**src/sos_defs.svh**
```systemverilog
// Constants for the status output selector: widths, assignment codes, reset codes
`ifndef SOS_DEFS_SVH
`define SOS_DEFS_SVH

// Terminal count and code width
`define SOS_NUM_OUT       6
`define SOS_CODE_W        8
`define SOS_TERM_W        3
`define SOS_SAFE_W        2
`define SOS_AREA_W        8
`define SOS_FLAG_N        256

// Assignment codes
`define SOS_CODE_NONE     8'h00
`define SOS_CODE_OFF      8'h80
`define SOS_CODE_MOVE     8'h86
`define SOS_CODE_BUSY     8'h88
`define SOS_CODE_TOREC    8'h89
`define SOS_CODE_INPOS    8'h8a
`define SOS_CODE_ZSPD     8'h8b
`define SOS_CODE_TLHIT    8'h8c
`define SOS_CODE_SPDOK    8'h8d
`define SOS_CODE_EXCIT    8'h8e
`define SOS_CODE_HOMED    8'h90
`define SOS_CODE_PRAGN    8'h95
`define SOS_CODE_WRTGL    8'h98
`define SOS_CODE_FWSL     8'h99
`define SOS_CODE_RVSL     8'h9a
`define SOS_CODE_REV      8'h9b
`define SOS_CODE_WHOME    8'h9c
`define SOS_CODE_WIN0     8'ha0
`define SOS_CODE_MPWR     8'ha8
`define SOS_CODE_BRAKE    8'ha9
`define SOS_CODE_REGEN    8'haa
`define SOS_CODE_BOTHOFF  8'hac
`define SOS_CODE_ANYOFF   8'had
`define SOS_CODE_USR0     8'hb4
`define SOS_CODE_USR1     8'hb5
`define SOS_CODE_TQLIM    8'hc0
`define SOS_CODE_SPLIM    8'hc1
`define SOS_CODE_PULSE    8'hc4
`define SOS_CODE_CMDRDY   8'hcc
`define SOS_CODE_CMDFULL  8'hcd

// Terminal codes after reset
`define SOS_RST_CODE0     8'h90
`define SOS_RST_CODE1     8'h89
`define SOS_RST_CODE2     8'h00
`define SOS_RST_CODE3     8'h8e
`define SOS_RST_CODE4     8'h86
`define SOS_RST_CODE5     8'h82

`endif

```
**src/sos_pkg.sv**
```systemverilog
// Types shared by the status output selector modules
package sos_pkg;
  `include "sos_defs.svh"

  // Complete state of the selector
  typedef struct packed {
    logic [`SOS_NUM_OUT-1:0][`SOS_CODE_W-1:0] codes;
    logic                                     torque_off_recovery_monitor;
    logic                                     homed;
    logic                                     preset_armed;
    logic                                     preset_needed_again;
    logic                                     wrap_overflow_toggle;
    logic [`SOS_NUM_OUT-1:0]                  term_out;
  } sos_state_t;

  // Complete state of the two-stage synchroniser
  typedef struct packed {
    logic [`SOS_SAFE_W-1:0] meta;
    logic [`SOS_SAFE_W-1:0] stable;
  } sos_sync_t;
endpackage

```
**src/sos_selector.sv**
```systemverilog
// Status output selector: routes driver status flags to output terminals by code
`timescale 1ns/1ps
`include "sos_defs.svh"
module sos_selector
  import sos_pkg::*;
(
  input  wire logic                   sys_clk,
  input  wire logic                   rst,
  // Terminal code configuration
  input  wire logic                   cfg_wr,
  input  wire logic [`SOS_TERM_W-1:0] cfg_term,
  input  wire logic [`SOS_CODE_W-1:0] cfg_code,
  // User logic outputs zero and one
  input  wire logic [`SOS_CODE_W-1:0] usr0_src_a,
  input  wire logic [`SOS_CODE_W-1:0] usr0_src_b,
  input  wire logic                   usr0_use_or,
  input  wire logic [`SOS_CODE_W-1:0] usr1_src_a,
  input  wire logic [`SOS_CODE_W-1:0] usr1_src_b,
  input  wire logic                   usr1_use_or,
  // Status flags from the motion core
  input  wire logic                   motion_active,
  input  wire logic                   system_busy,
  input  wire logic                   excitable,
  input  wire logic                   positioning_done,
  input  wire logic                   cyclic_sync_position_mode,
  input  wire logic                   zero_speed,
  input  wire logic                   torque_limit_hit,
  input  wire logic                   speed_reached,
  input  wire logic                   excitation_monitor,
  input  wire logic                   homing_done,
  input  wire logic                   preset_done,
  input  wire logic                   preset_required,
  input  wire logic                   coord_lost,
  input  wire logic                   wrap_cross,
  input  wire logic                   forward_soft_limit,
  input  wire logic                   reverse_soft_limit,
  input  wire logic                   revolution_pulse,
  input  wire logic                   wrap_home,
  input  wire logic                   wrap_enable,
  input  wire logic [`SOS_AREA_W-1:0] window_in,
  input  wire logic                   main_power_on,
  input  wire logic                   brake_released,
  input  wire logic                   regen_state,
  input  wire logic                   torque_limiting_active,
  input  wire logic                   speed_limiting_active,
  input  wire logic                   pulse_generation_active,
  input  wire logic                   command_accept_ready,
  input  wire logic                   command_buffer_occupied,
  // Safety torque-off pins, high is ON
  input  wire logic                   safety_input_one,
  input  wire logic                   safety_input_two,
  // Output terminals
  output logic      [`SOS_NUM_OUT-1:0] term_out
);

  sos_state_t             s_r;
  sos_state_t             s_nxt;
  logic [`SOS_SAFE_W-1:0] safe_sync;
  logic                   any_safety_off;
  logic                   both_safety_off;
  logic [`SOS_FLAG_N-1:0] flag_vec;

  // AND or OR of two flags picked by code
  function automatic logic sos_user(input logic [`SOS_FLAG_N-1:0] fv,
                                    input logic [`SOS_CODE_W-1:0] a,
                                    input logic [`SOS_CODE_W-1:0] b,
                                    input logic                   use_or);
    logic fa;
    logic fb;
    fa = fv[a];
    fb = fv[b];
    return use_or ? (fa | fb) : (fa & fb);
  endfunction

  // Safety pins come from outside the clock domain
  sos_sync u_sync (
    .sys_clk  (sys_clk),
    .rst      (rst),
    .pin_in   ({safety_input_two, safety_input_one}),
    .pin_sync (safe_sync)
  );

  // OFF means pin low
  assign any_safety_off  = ~&safe_sync;
  assign both_safety_off = ~|safe_sync;

  // Flag per code; unlisted codes stay zero, so code 0 and 128 read OFF
  always_comb begin
    flag_vec = '0;
    flag_vec[`SOS_CODE_MOVE]    = motion_active;
    flag_vec[`SOS_CODE_BUSY]    = system_busy;
    flag_vec[`SOS_CODE_TOREC]   = s_r.torque_off_recovery_monitor;
    flag_vec[`SOS_CODE_INPOS]   = positioning_done & ~cyclic_sync_position_mode;
    flag_vec[`SOS_CODE_ZSPD]    = zero_speed;
    flag_vec[`SOS_CODE_TLHIT]   = torque_limit_hit;
    flag_vec[`SOS_CODE_SPDOK]   = speed_reached & ~cyclic_sync_position_mode;
    flag_vec[`SOS_CODE_EXCIT]   = excitation_monitor;
    flag_vec[`SOS_CODE_HOMED]   = s_r.homed;
    flag_vec[`SOS_CODE_PRAGN]   = s_r.preset_needed_again;
    flag_vec[`SOS_CODE_WRTGL]   = s_r.wrap_overflow_toggle;
    flag_vec[`SOS_CODE_FWSL]    = forward_soft_limit;
    flag_vec[`SOS_CODE_RVSL]    = reverse_soft_limit;
    flag_vec[`SOS_CODE_REV]     = revolution_pulse;
    flag_vec[`SOS_CODE_WHOME]   = wrap_home & wrap_enable;
    flag_vec[`SOS_CODE_MPWR]    = main_power_on;
    flag_vec[`SOS_CODE_BRAKE]   = brake_released;
    flag_vec[`SOS_CODE_REGEN]   = regen_state;
    flag_vec[`SOS_CODE_BOTHOFF] = both_safety_off;
    flag_vec[`SOS_CODE_ANYOFF]  = any_safety_off;
    flag_vec[`SOS_CODE_TQLIM]   = torque_limiting_active;
    flag_vec[`SOS_CODE_SPLIM]   = speed_limiting_active;
    flag_vec[`SOS_CODE_PULSE]   = pulse_generation_active;
    flag_vec[`SOS_CODE_CMDRDY]  = command_accept_ready;
    flag_vec[`SOS_CODE_CMDFULL] = command_buffer_occupied;
    // Area windows sit on consecutive codes
    for (int k = 0; k < `SOS_AREA_W; k++) begin
      flag_vec[`SOS_CODE_WIN0 + k[`SOS_CODE_W-1:0]] = window_in[k];
    end
    // User outputs filled last; user 1 can source user 0, while user 0 reads user 1 as zero
    flag_vec[`SOS_CODE_USR0] = sos_user(flag_vec, usr0_src_a, usr0_src_b,
                                        usr0_use_or);
    flag_vec[`SOS_CODE_USR1] = sos_user(flag_vec, usr1_src_a, usr1_src_b,
                                        usr1_use_or);
  end

  // Next state: codes, sticky monitors, terminal outputs
  always_comb begin
    s_nxt = s_r;
    if (cfg_wr && (cfg_term < `SOS_TERM_W'(`SOS_NUM_OUT))) begin
      s_nxt.codes[cfg_term] = cfg_code;
    end
    // Set by any OFF, held until excitable; set wins over clear
    s_nxt.torque_off_recovery_monitor = any_safety_off |
      (s_r.torque_off_recovery_monitor & ~excitable);
    // Homed until coordinates are lost; completion wins
    s_nxt.homed = homing_done | preset_done | (s_r.homed & ~coord_lost);
    // Armed by a preset, disarmed once the motor moves
    s_nxt.preset_armed = preset_done | (s_r.preset_armed & ~motion_active);
    s_nxt.preset_needed_again = (preset_required & s_r.preset_armed) |
      (s_r.preset_needed_again & ~(preset_done | motion_active));
    // Level flips per crossing instead of a pulse
    s_nxt.wrap_overflow_toggle = s_r.wrap_overflow_toggle ^ wrap_cross;
    // Registered selection keeps terminal pins glitch free
    for (int i = 0; i < `SOS_NUM_OUT; i++) begin
      s_nxt.term_out[i] = flag_vec[s_r.codes[i]];
    end
  end

  // Single state register
  always_ff @(posedge sys_clk or posedge rst) begin
    if (rst) begin
      s_r <= '{codes: {`SOS_RST_CODE5, `SOS_RST_CODE4, `SOS_RST_CODE3,
                       `SOS_RST_CODE2, `SOS_RST_CODE1, `SOS_RST_CODE0},
               default: '0};
    end else begin
      s_r <= s_nxt;
    end
  end

  assign term_out = s_r.term_out;
endmodule

```
**src/sos_sync.sv**
```systemverilog
// Two-flop synchroniser for the safety torque-off pins
`timescale 1ns/1ps
`include "sos_defs.svh"
module sos_sync
  import sos_pkg::*;
(
  input  wire logic                   sys_clk,
  input  wire logic                   rst,
  input  wire logic [`SOS_SAFE_W-1:0] pin_in,
  output logic      [`SOS_SAFE_W-1:0] pin_sync
);

  sos_sync_t s_r;
  sos_sync_t s_nxt;

  // First stage feeds only the second stage
  always_comb begin
    s_nxt        = s_r;
    s_nxt.meta   = pin_in;
    s_nxt.stable = s_r.meta;
  end

  // Reset to ON so a power-up does not flag a false OFF
  always_ff @(posedge sys_clk or posedge rst) begin
    if (rst) begin
      s_r <= '{meta: '1, stable: '1};
    end else begin
      s_r <= s_nxt;
    end
  end

  assign pin_sync = s_r.stable;

endmodule

```
**config.mk**
```make
export PLATFORM = sky130hd
export DESIGN_NAME = sos_selector
export DESIGN_NICKNAME = d
export VERILOG_FILES = /design/src/sos_pkg.sv /design/src/sos_selector.sv /design/src/sos_sync.sv
export VERILOG_INCLUDE_DIRS = /design/src /design/src/src
export SDC_FILE = /design/constraint.sdc
export NUM_CORES = 1
export LEC_CHECK = 0
export BUFFER_PORTS_ARGS = -buffer_cell sky130_fd_sc_hd__buf_2
export CAP_MARGIN = 20
export CORE_MARGIN = 2
export CORE_UTILIZATION = 45
export DETAILED_ROUTE_END_ITERATION = 10
export PLACE_DENSITY = 0.65
export SYNTH_ARGS = -nofsm -noshare
export SYNTH_HDL_FRONTEND = slang
export SYNTH_SLANG_ARGS = --single-unit
export TNS_END_PERCENT = 10
```
**constraint.sdc**
```tcl
create_clock -name sys_clk -period 4.35 [get_ports sys_clk]
set_input_delay 0.435 -clock sys_clk [delete_from_list [all_inputs] [get_ports sys_clk]]
set_output_delay 0.435 -clock sys_clk [all_outputs]
set_load 0.005 [all_outputs]
```
# Word-level counts from Yosys, hierarchy flattened
# Cells that the tools add are included.
[totals]
out_inout_bits = 6
elab_cells = 82
regBits = 63
in_bits = 85
[classes]
reduce_logical = 6
magnitude_cmp = 13
bitwise = 24
mux = 25
[op_table]
columns = ["op", "count"]
rows = [
  ["< comparator 8 x 9 -> 1 bit, second input constant", 10],
  ["binary-select mux 1 bit (select 8 bit)", 10],
  ["bitwise mux 48 bit", 1],
  ["demux 8 bit (select 3 bit)", 1],
  ["2-to-1 mux 1 bit", 12],
  ["AND 1 bit", 10],
  ["2-to-1 mux 8 bit", 1],
  ["OR 1 bit", 8],
  ["inverter 1 bit", 5],
  ["< comparator 3 x 4 -> 1 bit, second input constant", 1],
  ["greater-or-equal comparator 3 x 1 -> 1 bit, second input constant", 1],
  ["< comparator 3 bit, second input constant", 1],
  ["logical AND 1 bit", 2],
  ["logical NOT 1 bit", 2],
  ["AND reduction 2 bit", 1],
  ["OR reduction 2 bit", 1],
  ["bitwise XOR 1 bit", 1],
]

# Depth between registers and ports, before layout
# Gate-level depths: netlist of the first run.
[logic_depth]
word_depth = 12
depth_mapped = 11
ltp_nobuf = 9

# Hierarchy
# A second synthesis of the first run with hierarchy kept.
[hier_totals]
cells_unflattened = 680
hier_area_um2 = 6358.6
[by_module_without_submodules]
columns = ["mod", "area_per_inst_um2", "n_inst", "seq_area_each_um2", "cells_each"]
rows = [
  ["sos_selector", 6249.7, 1, 1493.9, 675],
  ["sos_sync", 108.9, 1, 105.1, 5],
]

# Worst setup path after synthesis of the first run
# No wires, ideal clock.
[synth_path]
path_kind = "input port to flip-flop"
startpoint = "input usr0_src_a[0]"
endpoint = "register s_r (netlist bit term_out[4])"
t_arrival_ns = 2.552
stages = 10
required_time_ns = 4.218
path_slack_ns = 1.666
setup_time_ns = 0.132
n_path_buf = 1
cell_sequence = "buf_2 -> mux4_2 -> nor2b_1 -> a211o_1 -> a41o_1 -> o211ai_1 -> o211ai_2 -> o211ai_1 -> maj3_2 -> o21ai_1"
[synth_lines]
columns = ["element", "line", "source"]
rows = [
  ["from (decl)", "sos_selector.sv:14", "input wire logic [`SOS_CODE_W-1:0] usr0_src_a,"],
  ["to (signal assigned)", "sos_selector.sv:152", "s_r <= '{codes: {`SOS_RST_CODE5, `SOS_RST_CODE4, `SOS_RST_CODE3,"],
  ["to (signal assigned)", "sos_selector.sv:156", "s_r <= s_nxt;"],
  ["to (decl)", "sos_selector.sv:56", "sos_state_t s_r;"],
]

==> summary.md, run 1 <==
| Metric | Value |
|---|---|
| Pwr dens | `385.3 nW/um2` |
| WL per Instance | `23.40 um` |
| DR iter-0 viols | `597` |
| Outcome | `complete, no violations` |
| Final setup viols | `0` |
| Largest delay share family, worst path | `compound AO/OA/AOI/OAI gates` |
| CTS tree | `yes` |
| Critical-path top delay cell | `dfrtp_1` |
| GP Congestion | `0.9365` |
| Synth Net Count | `750` |
| Period utilisation layout | `0.6782` |
| Via count | `5911` |
| Clock Pin Slew Worst Setup and Hold Paths | `0.06 ns` |
| Drt pass-1 iters | `5` |
| Reg-to-reg startpoint | `flag_vec[144]$_DFF_PP0_` |
| YS warnings | `0` |
| Worst path max stage delay | `0.62 ns` |
| Final hold slack | `0.1907 ns` |
| Area Growth Syn to Fin | `11.03%` |
| Crit-path cells | `or3b_1, a21oi_1, o21ai_0, a221oi_2, o211ai_2, o211ai_2, o211ai_1, maj3_2, o41ai_2` |
| Largest net degree at the start of global routing | `64` |
| CTS Buf Count | `9` |
| Share of cells above drive strength 1 | `0.3205` |
| Hold_buf cts | `0` |
| Syn avg cell area | `9.297 um2` |
| # resized after CTS | `0` |
| Drt total wl | `20540 um` |
| Full die area | `14690 um2` |
| Main combinational cell family by area after synthesis | `multiplexers` |
| Leak Pwr | `2.669 nW` |
| Startpoint types | `flip-flop` |
| Antenna cells | `0` |
| Worst R2R Setup Slack | `1.40 ns` |
| Worst vdd ir | `236.0 uV` |
| Site row count | `42` |
| Multi-input combinational cell area | `4177 um2` |
| Yosys top cell area share | `0.1821` |
| GRT overflow | `0` |
| Clock Sinks | `63` |
| Crit path launch | `flag_vec[144]$_DFF_PP0_` |
| First-pass GRT wire length | `31620 um` |
| Nets@finish | `782` |
| Setup WS post-layout | `1.400 ns` |
| Top_reg_cell synth | `dfrtp_1` |
| Highest clock rate | `339.0 MHz` |
| FF+latch area | `1599 um2` |
| Final setup skew | `0.005695 ns` |
| FILL cells | `1265` |
| Unrepaired setup endpoints after global routing | `false` |
| Port bufs | `90` |
| Post-route DRC | `0` |
| R2R cell count | `9` |
| CORE AREA | `13350 um2` |
| Synth Area in Adders | `0.01154` |
| Worst Setup End Kind | `flip-flop` |
| Initial antenna violation count | `0` |
| Routed Antenna Nets | `0` |
| MaxCap Viol Count | `0` |
| Asr flop ratio synth | `1.000` |
| Setup CP Type | `flip-flop to flip-flop` |
| Relative slew slack | `0.4721` |
| Fin crit period | `2.950 ns` |
| DIE WIDTH | `121.2 um` |
| Post-CTS setup buffers | `0` |
| IO Pins | `91` |
| Reg2reg end | `term_out[0]$_DFF_PP0_` |
| Vias in the first global route | `5632` |
| Buf/Inv on CP | `0` |
| Levels on crit path | `9` |
| Vias per inst | `6.732` |
| WP data required | `4.58 ns` |
| Final-report hold violation count | `0` |
| Area contributors post-synth | `dfrtp_1, mux4_2, mux2_2` |
| Area leader, netlist | `dfrtp_1` |
| Worst skew pair latency | `0.34 ns` |
| Synth Area in XOR/XNOR | `0.001417` |
| Cell mode on critical path | `o211ai_2` |
| Hpwl dp | `14340 um` |
| Clk root buf | `clkbuf_16` |
| Tightest Pin Transition | `0.7918 ns` |
| Complex-gate fraction of the synthesized area | `0.1939` |
| Die height | `121.2 um` |
| Max Buffers Root-to-Sink | `2` |
| Initial Util | `0.4632` |
| Post-synthesis sequential area ratio | `0.2587` |
| # H-tree levels | `3` |
| Register bit total from synthesis | `63` |
| Yosys cell types | `70` |
| Mapped Cells | `665` |
| Critical path endpoint | `term_out[0]$_DFF_PP0_` |
| Setup TNS Final | `0 ns` |
| Pre-CTS setup slack | `1.202 ns` |
| Number of synthesized flops with an enable pin | `0` |
| CP Max Fanout | `6` |
| Type of the worst min-delay path | `input port to flip-flop` |
| Multiplexer area fraction after synthesis | `0.2916` |
| Synth Cell Area | `6182 um2` |
| Post-layout util | `0.5142` |
| Critical Path AT | `3.18 ns` |
| Slew Limit Fails | `0` |
| Total track usage | `0.2841` |
| Simple-gate share of the synthesized area | `0.1771` |
[cells by family (layout without fill, tap and decap cells)]
kind of cell | after synthesis | count (layout)
XOR/XNOR | 1 | 1
AND/OR/NAND/NOR | 199 | 199
adder cells (fa/ha/maj) | 7 | 7
flip-flops | 63 | 63
multiplexers | 123 | 123
buffers and inverters | 98 | 135
AO/OA/AOI/OAI | 174 | 174
[synth_stat cells (all sizes together) (4+ instances only)]
cell / instances
o22ai: 4
o31ai: 7
dfrtp: 45
nor3b: 5
nor3: 21
o21ai: 45
nand4b: 4
a21o: 4
o31a: 4
mux2: 47
nor4b: 5
mux2i: 35
a31oi: 6
nor2b: 17
mux4: 41
and3: 6
dfstp: 18
o311ai: 6
a211oi: 7
a311oi: 4
nand2: 37
buf: 20
nor4: 8
nand3: 27
a21oi: 40
clkbuf: 52
o41ai: 6
o211ai: 12
inv: 26
nor4bb: 4
nor2: 29
nand2b: 13
nand3b: 13
a221oi: 4
maj3: 7
[per-layer routing]
metal	global-route usage	share of wire
met4	0.1494	0.045
met1	0.3837	0.41
met3	0.04793	0.096
met2	0.4379	0.45
met5	0	0
[metrics by stage]
step,std cells,cell area [um2],power [mW]
final,878,6864,2.645
after global routing,878,6864,2.792
after CTS,878,6864,2.644
after detailed placement,862,6566,1.902
after global placement,862,6566,1.875
after floorplan,665,6182,1.658
[state kept, by name, summed over array words and instances, names as in the netlist]
name,count
term_out,6
s_r,49
u_sync.pin_sync,2
flag_vec,4
u_sync.s_nxt,2
[cell usage in the layout, fill, tap and decap left out, types with 3 or more instances in the layout]
master / count
buf_2: 90
mux2_2: 47
dfrtp_1: 45
mux4_2: 41
o21ai_0: 40
a21oi_1: 40
nand2_1: 37
mux2i_1: 35
nor2_1: 29
nand3_1: 27
inv_1: 25
nor3_1: 21
dfstp_2: 18
nor2b_1: 17
nand2b_1: 13
nand3b_1: 13
o211ai_1: 10
clkbuf_16: 9
nor4_1: 8
o31ai_1: 7
a211oi_1: 7
and3_1: 6
maj3_1: 6
a31oi_1: 6
nor3b_1: 5
nor4b_1: 5
o41ai_1: 5
o311ai_0: 5
o21ai_1: 5
a21o_1: 4
nor4bb_1: 4
nand4b_1: 4
o22ai_1: 4
a311oi_1: 4
o31a_1: 4
o311a_1: 3
nand4_1: 3
buf_4: 3
[cell type report]
cell class | instances | area share
Inverter | 26 | 0.01422
Timing Repair Buffer | 93 | 0.06890
Sequential cell | 63 | 0.2330
Tap cell | 176 | 0.03208
Clock inverter | 7 | 0.01057
Clock buffer | 9 | 0.03281
Multi-Input combinational cell | 504 | 0.6085
[power breakdown]
group	leakage [nW]	internal [mW]	switching [mW]	total, mW
registers	0.732	0.729	0.301	1.03
clock network	0.142	0.444	0.280	0.723
logic	1.80	0.493	0.397	0.891
[worst min-delay path by stage]
stage	start	endpoint	slack (ns)	cells after the start
2_1_floorplan	u_sync.s_nxt[0]$_DFF_PP1_	u_sync.pin_sync[0]$_DFF_PP1_	0.35	0
3_3_place_gp	u_sync.s_nxt[0]$_DFF_PP1_	u_sync.pin_sync[0]$_DFF_PP1_	0.35	0
3_5_place_dp	u_sync.s_nxt[1]$_DFF_PP1_	u_sync.pin_sync[1]$_DFF_PP1_	0.35	0
4_1_cts	safety_input_one	u_sync.s_nxt[0]$_DFF_PP1_	0.18	1
5_1_grt	safety_input_one	u_sync.s_nxt[0]$_DFF_PP1_	0.18	1
6_report	safety_input_one	u_sync.s_nxt[0]$_DFF_PP1_	0.19	1
Power figures use the tool's default switching activity.
==> run 2, diff against run 1 <==
PLACE_DENSITY = 0.68   (was 0.65)
clock period = 2.44 ns   (was 4.35 ns; I/O delays follow)
==> summary.md, run 2 (synthesis gave the netlist of run 1 again) <==
| Metric | Value |
|---|---|
| Via count | `6441 (was 5911)` |
| DR iter-0 viols | `809 (was 597)` |
| Tightest Pin Transition | `0.6267 ns (was 0.7918 ns)` |
| # H-tree levels | `3 (unchanged)` |
| Outcome | `finished with violations (was complete, no violations)` |
| Period utilisation layout | `1.056 (was 0.6782)` |
| WL per Instance | `23.56 um (was 23.40 um)` |
| First-pass GRT wire length | `35820 um (was 31620 um)` |
| Fin crit period | `2.576 ns (was 2.950 ns)` |
| Max reg flops | `49 (unchanged)` |
| Vias per inst | `6.486 (was 6.732)` |
| Initial antenna violation count | `0 (unchanged)` |
| IO Pins | `91 (unchanged)` |
| Type of the worst min-delay path | `input port to flip-flop (unchanged)` |
| Pwr dens | `634.3 nW/um2 (was 385.3 nW/um2)` |
| Worst skew pair latency | `0.34 ns (about the same)` |
| FF+latch area | `1602 um2 (was 1599 um2)` |
| Failing checks | `setup timing` |
| CORE AREA | `13350 um2 (unchanged)` |
| Critical Path AT | `2.81 ns (was 3.18 ns)` |
| Hpwl dp | `17530 um (was 14340 um)` |
| Unrepaired setup endpoints after global routing | `true (was false)` |
| Setup CP Type | `flip-flop to flip-flop (unchanged)` |
| Slew Limit Fails | `0 (unchanged)` |
| Clock Sinks | `63 (unchanged)` |
| Largest net degree at the start of global routing | `26 (was 64)` |
| Die height | `121.2 um (unchanged)` |
| Most common cell after layout, fill and taps aside | `buf_4 (was buf_2)` |
| Total track usage | `0.3250 (was 0.2841)` |
| DIE WIDTH | `121.2 um (unchanged)` |
| Final-report hold violation count | `0 (unchanged)` |
| Biggest register | `s_r (unchanged)` |
| Drt pass-1 iters | `6 (was 5)` |
| Clock Pin Slew Worst Setup and Hold Paths | `0.05 ns (was 0.06 ns)` |
| Setup TNS Final | `-0.3194 ns (was 0 ns)` |
| Relative slew slack | `0.5806 (was 0.4721)` |
| FILL cells | `1217 (was 1265)` |
| Max Buffers Root-to-Sink | `2 (unchanged)` |
| Final setup skew | `0.007221 ns (was 0.005695 ns)` |
| Total power | `4.951 mW (was 2.645 mW)` |
| Post-route DRC | `0 (unchanged)` |
| Area Growth Syn to Fin | `26.25% (was 11.03%)` |
| CTS tree | `yes (unchanged)` |
| Highest clock rate | `388.1 MHz (was 339.0 MHz)` |
| Routed Antenna Nets | `0 (unchanged)` |
| CP Max Fanout | `6 (unchanged)` |
| CTS Buf Count | `9 (unchanged)` |
| Vias in the first global route | `6404 (was 5632)` |
| Post-layout util | `0.5847 (was 0.5142)` |
| Initial Util | `0.4632 (unchanged)` |
| Most frequent cells in the layout | `buf_4, buf_2, mux2_2 (was buf_2, mux2_2, dfrtp_1)` |
| Drt total wl | `23390 um (was 20540 um)` |
| Pre-CTS setup slack | `-0.4480 ns (was 1.202 ns)` |
| Nets@finish | `898 (was 782)` |
| GP Congestion | `1.016 (was 0.9365)` |
| Final setup viols | `6 (was 0)` |
| Site row count | `42 (unchanged)` |
| Full die area | `14690 um2 (unchanged)` |
| Clk root buf | `clkbuf_16 (unchanged)` |
| GRT overflow | `0 (unchanged)` |
| Leak Pwr | `3.247 nW (was 2.669 nW)` |
| WP data required | `2.68 ns (was 4.58 ns)` |
| Startpoint types | `flip-flop (unchanged)` |
| Antenna cells | `0 (unchanged)` |
| Multi-input combinational cell area | `4238 um2 (was 4177 um2)` |
| Port bufs | `90 (unchanged)` |
| Worst vdd ir | `470.0 uV (was 236.0 uV)` |
| Share of cells above drive strength 1 | `0.4247 (was 0.3205)` |
| MaxCap Viol Count | `0 (unchanged)` |
| Worst Setup End Kind | `flip-flop (unchanged)` |
| Setup WS post-layout | `-0.1364 ns (was 1.400 ns)` |
-- run 2: changes by cell type in the layout (fill, tap and decap cells not counted), moves of 2 or more --
cell / before / now
a21oi_1: 40 / 38
a21oi_2: 0 / 2
buf_4: 3 / 114
clkbuf_1: 0 / 2
dfrtp_1: 45 / 43
dfrtp_2: 0 / 2
dlygate4sd3_1: 0 / 3
nor4_1: 8 / 6
nor4_2: 0 / 2
o21ai_0: 40 / 36
o21ai_1: 5 / 8
-- run 2: stage by stage --
| step | cells | hold slack, ns | cell area, um2 |
|---|---|---|---|
| 2_1_floorplan | 665 | 0.2485 | 6186 |
| 3_3_place_gp | 972 | 0.2601 | 7405 |
| 4_1_cts | 991 | 0.08405 | 7760 |
| 3_5_place_dp | 972 | 0.2647 | 7405 |
| 6_report | 993 | 0.08451 | 7805 |
| 5_1_grt | 993 | 0.09090 | 7805 |
-- run 2: per-layer routing --
metal	GRT usage	vias up	part of all wire
met5	0	-	0
met4	0.1473	0	0.042
met3	0.06250	75	0.093
met2	0.5288	367	0.47
met1	0.4197	3133	0.40
li1	-	2866	-
-- run 2: cell type report --
type / count / area share
inverter: 26 / 0.01250
multi-input combinational: 504 / 0.5430
tap: 176 / 0.02821
timing repair buffer: 209 / 0.1752
clock buffer: 11 / 0.02982
sequential: 63 / 0.2052
clock inverter: 4 / 0.006092
-- run 2: final timing paths --
path | start | end | slack [ns] | cells past startpoint
setup / recovery | flag_vec[144]$_DFF_PP0_ | term_out[0]$_DFF_PP0_ | -0.14 | 11
hold / removal | wrap_cross | flag_vec[152]$_DFF_PP0_ | 0.08 | 2
setup reg to reg | flag_vec[144]$_DFF_PP0_ | term_out[0]$_DFF_PP0_ | -0.14 | 11
hold reg to reg | u_sync.s_nxt[0]$_DFF_PP1_ | u_sync.pin_sync[0]$_DFF_PP1_ | 0.35 | 0
max in group asynchronous | rst | u_sync.pin_sync[1]$_DFF_PP1_ | 1.25 | 4
min in group asynchronous | rst | term_out[2]$_DFF_PP0_ | 0.45 | 3
-- run 2: what timing repair did --
item | in CTS | in global routing
buffers inserted | 1 | 2
setup endpoints to repair | 6 | 6
endpoints found under the hold margin | 16 | 0
gates resized for setup | 10 | 10
pin swaps | 5 | 10
hold buffers | 3 | 0
-- run 2: worst max-delay path: stages (launching register included) --
cell       delay [ns]
dfrtp_1          0.35
buf_4            0.14
or3b_2           0.46
a21oi_2          0.14
a41oi_1          0.06
a2bb2oi_1        0.17
a211oi_2         0.23
o311a_1          0.17
o21ai_1          0.06
maj3_2           0.33
buf_12           0.16
o41ai_4          0.20
-- run 2: report_power, final --
group | switching (mW) | internal, mW
registers | 0.390 | 1.30
logic | 0.931 | 1.08
clock network | 0.467 | 0.781
total | 1.79 | 3.16
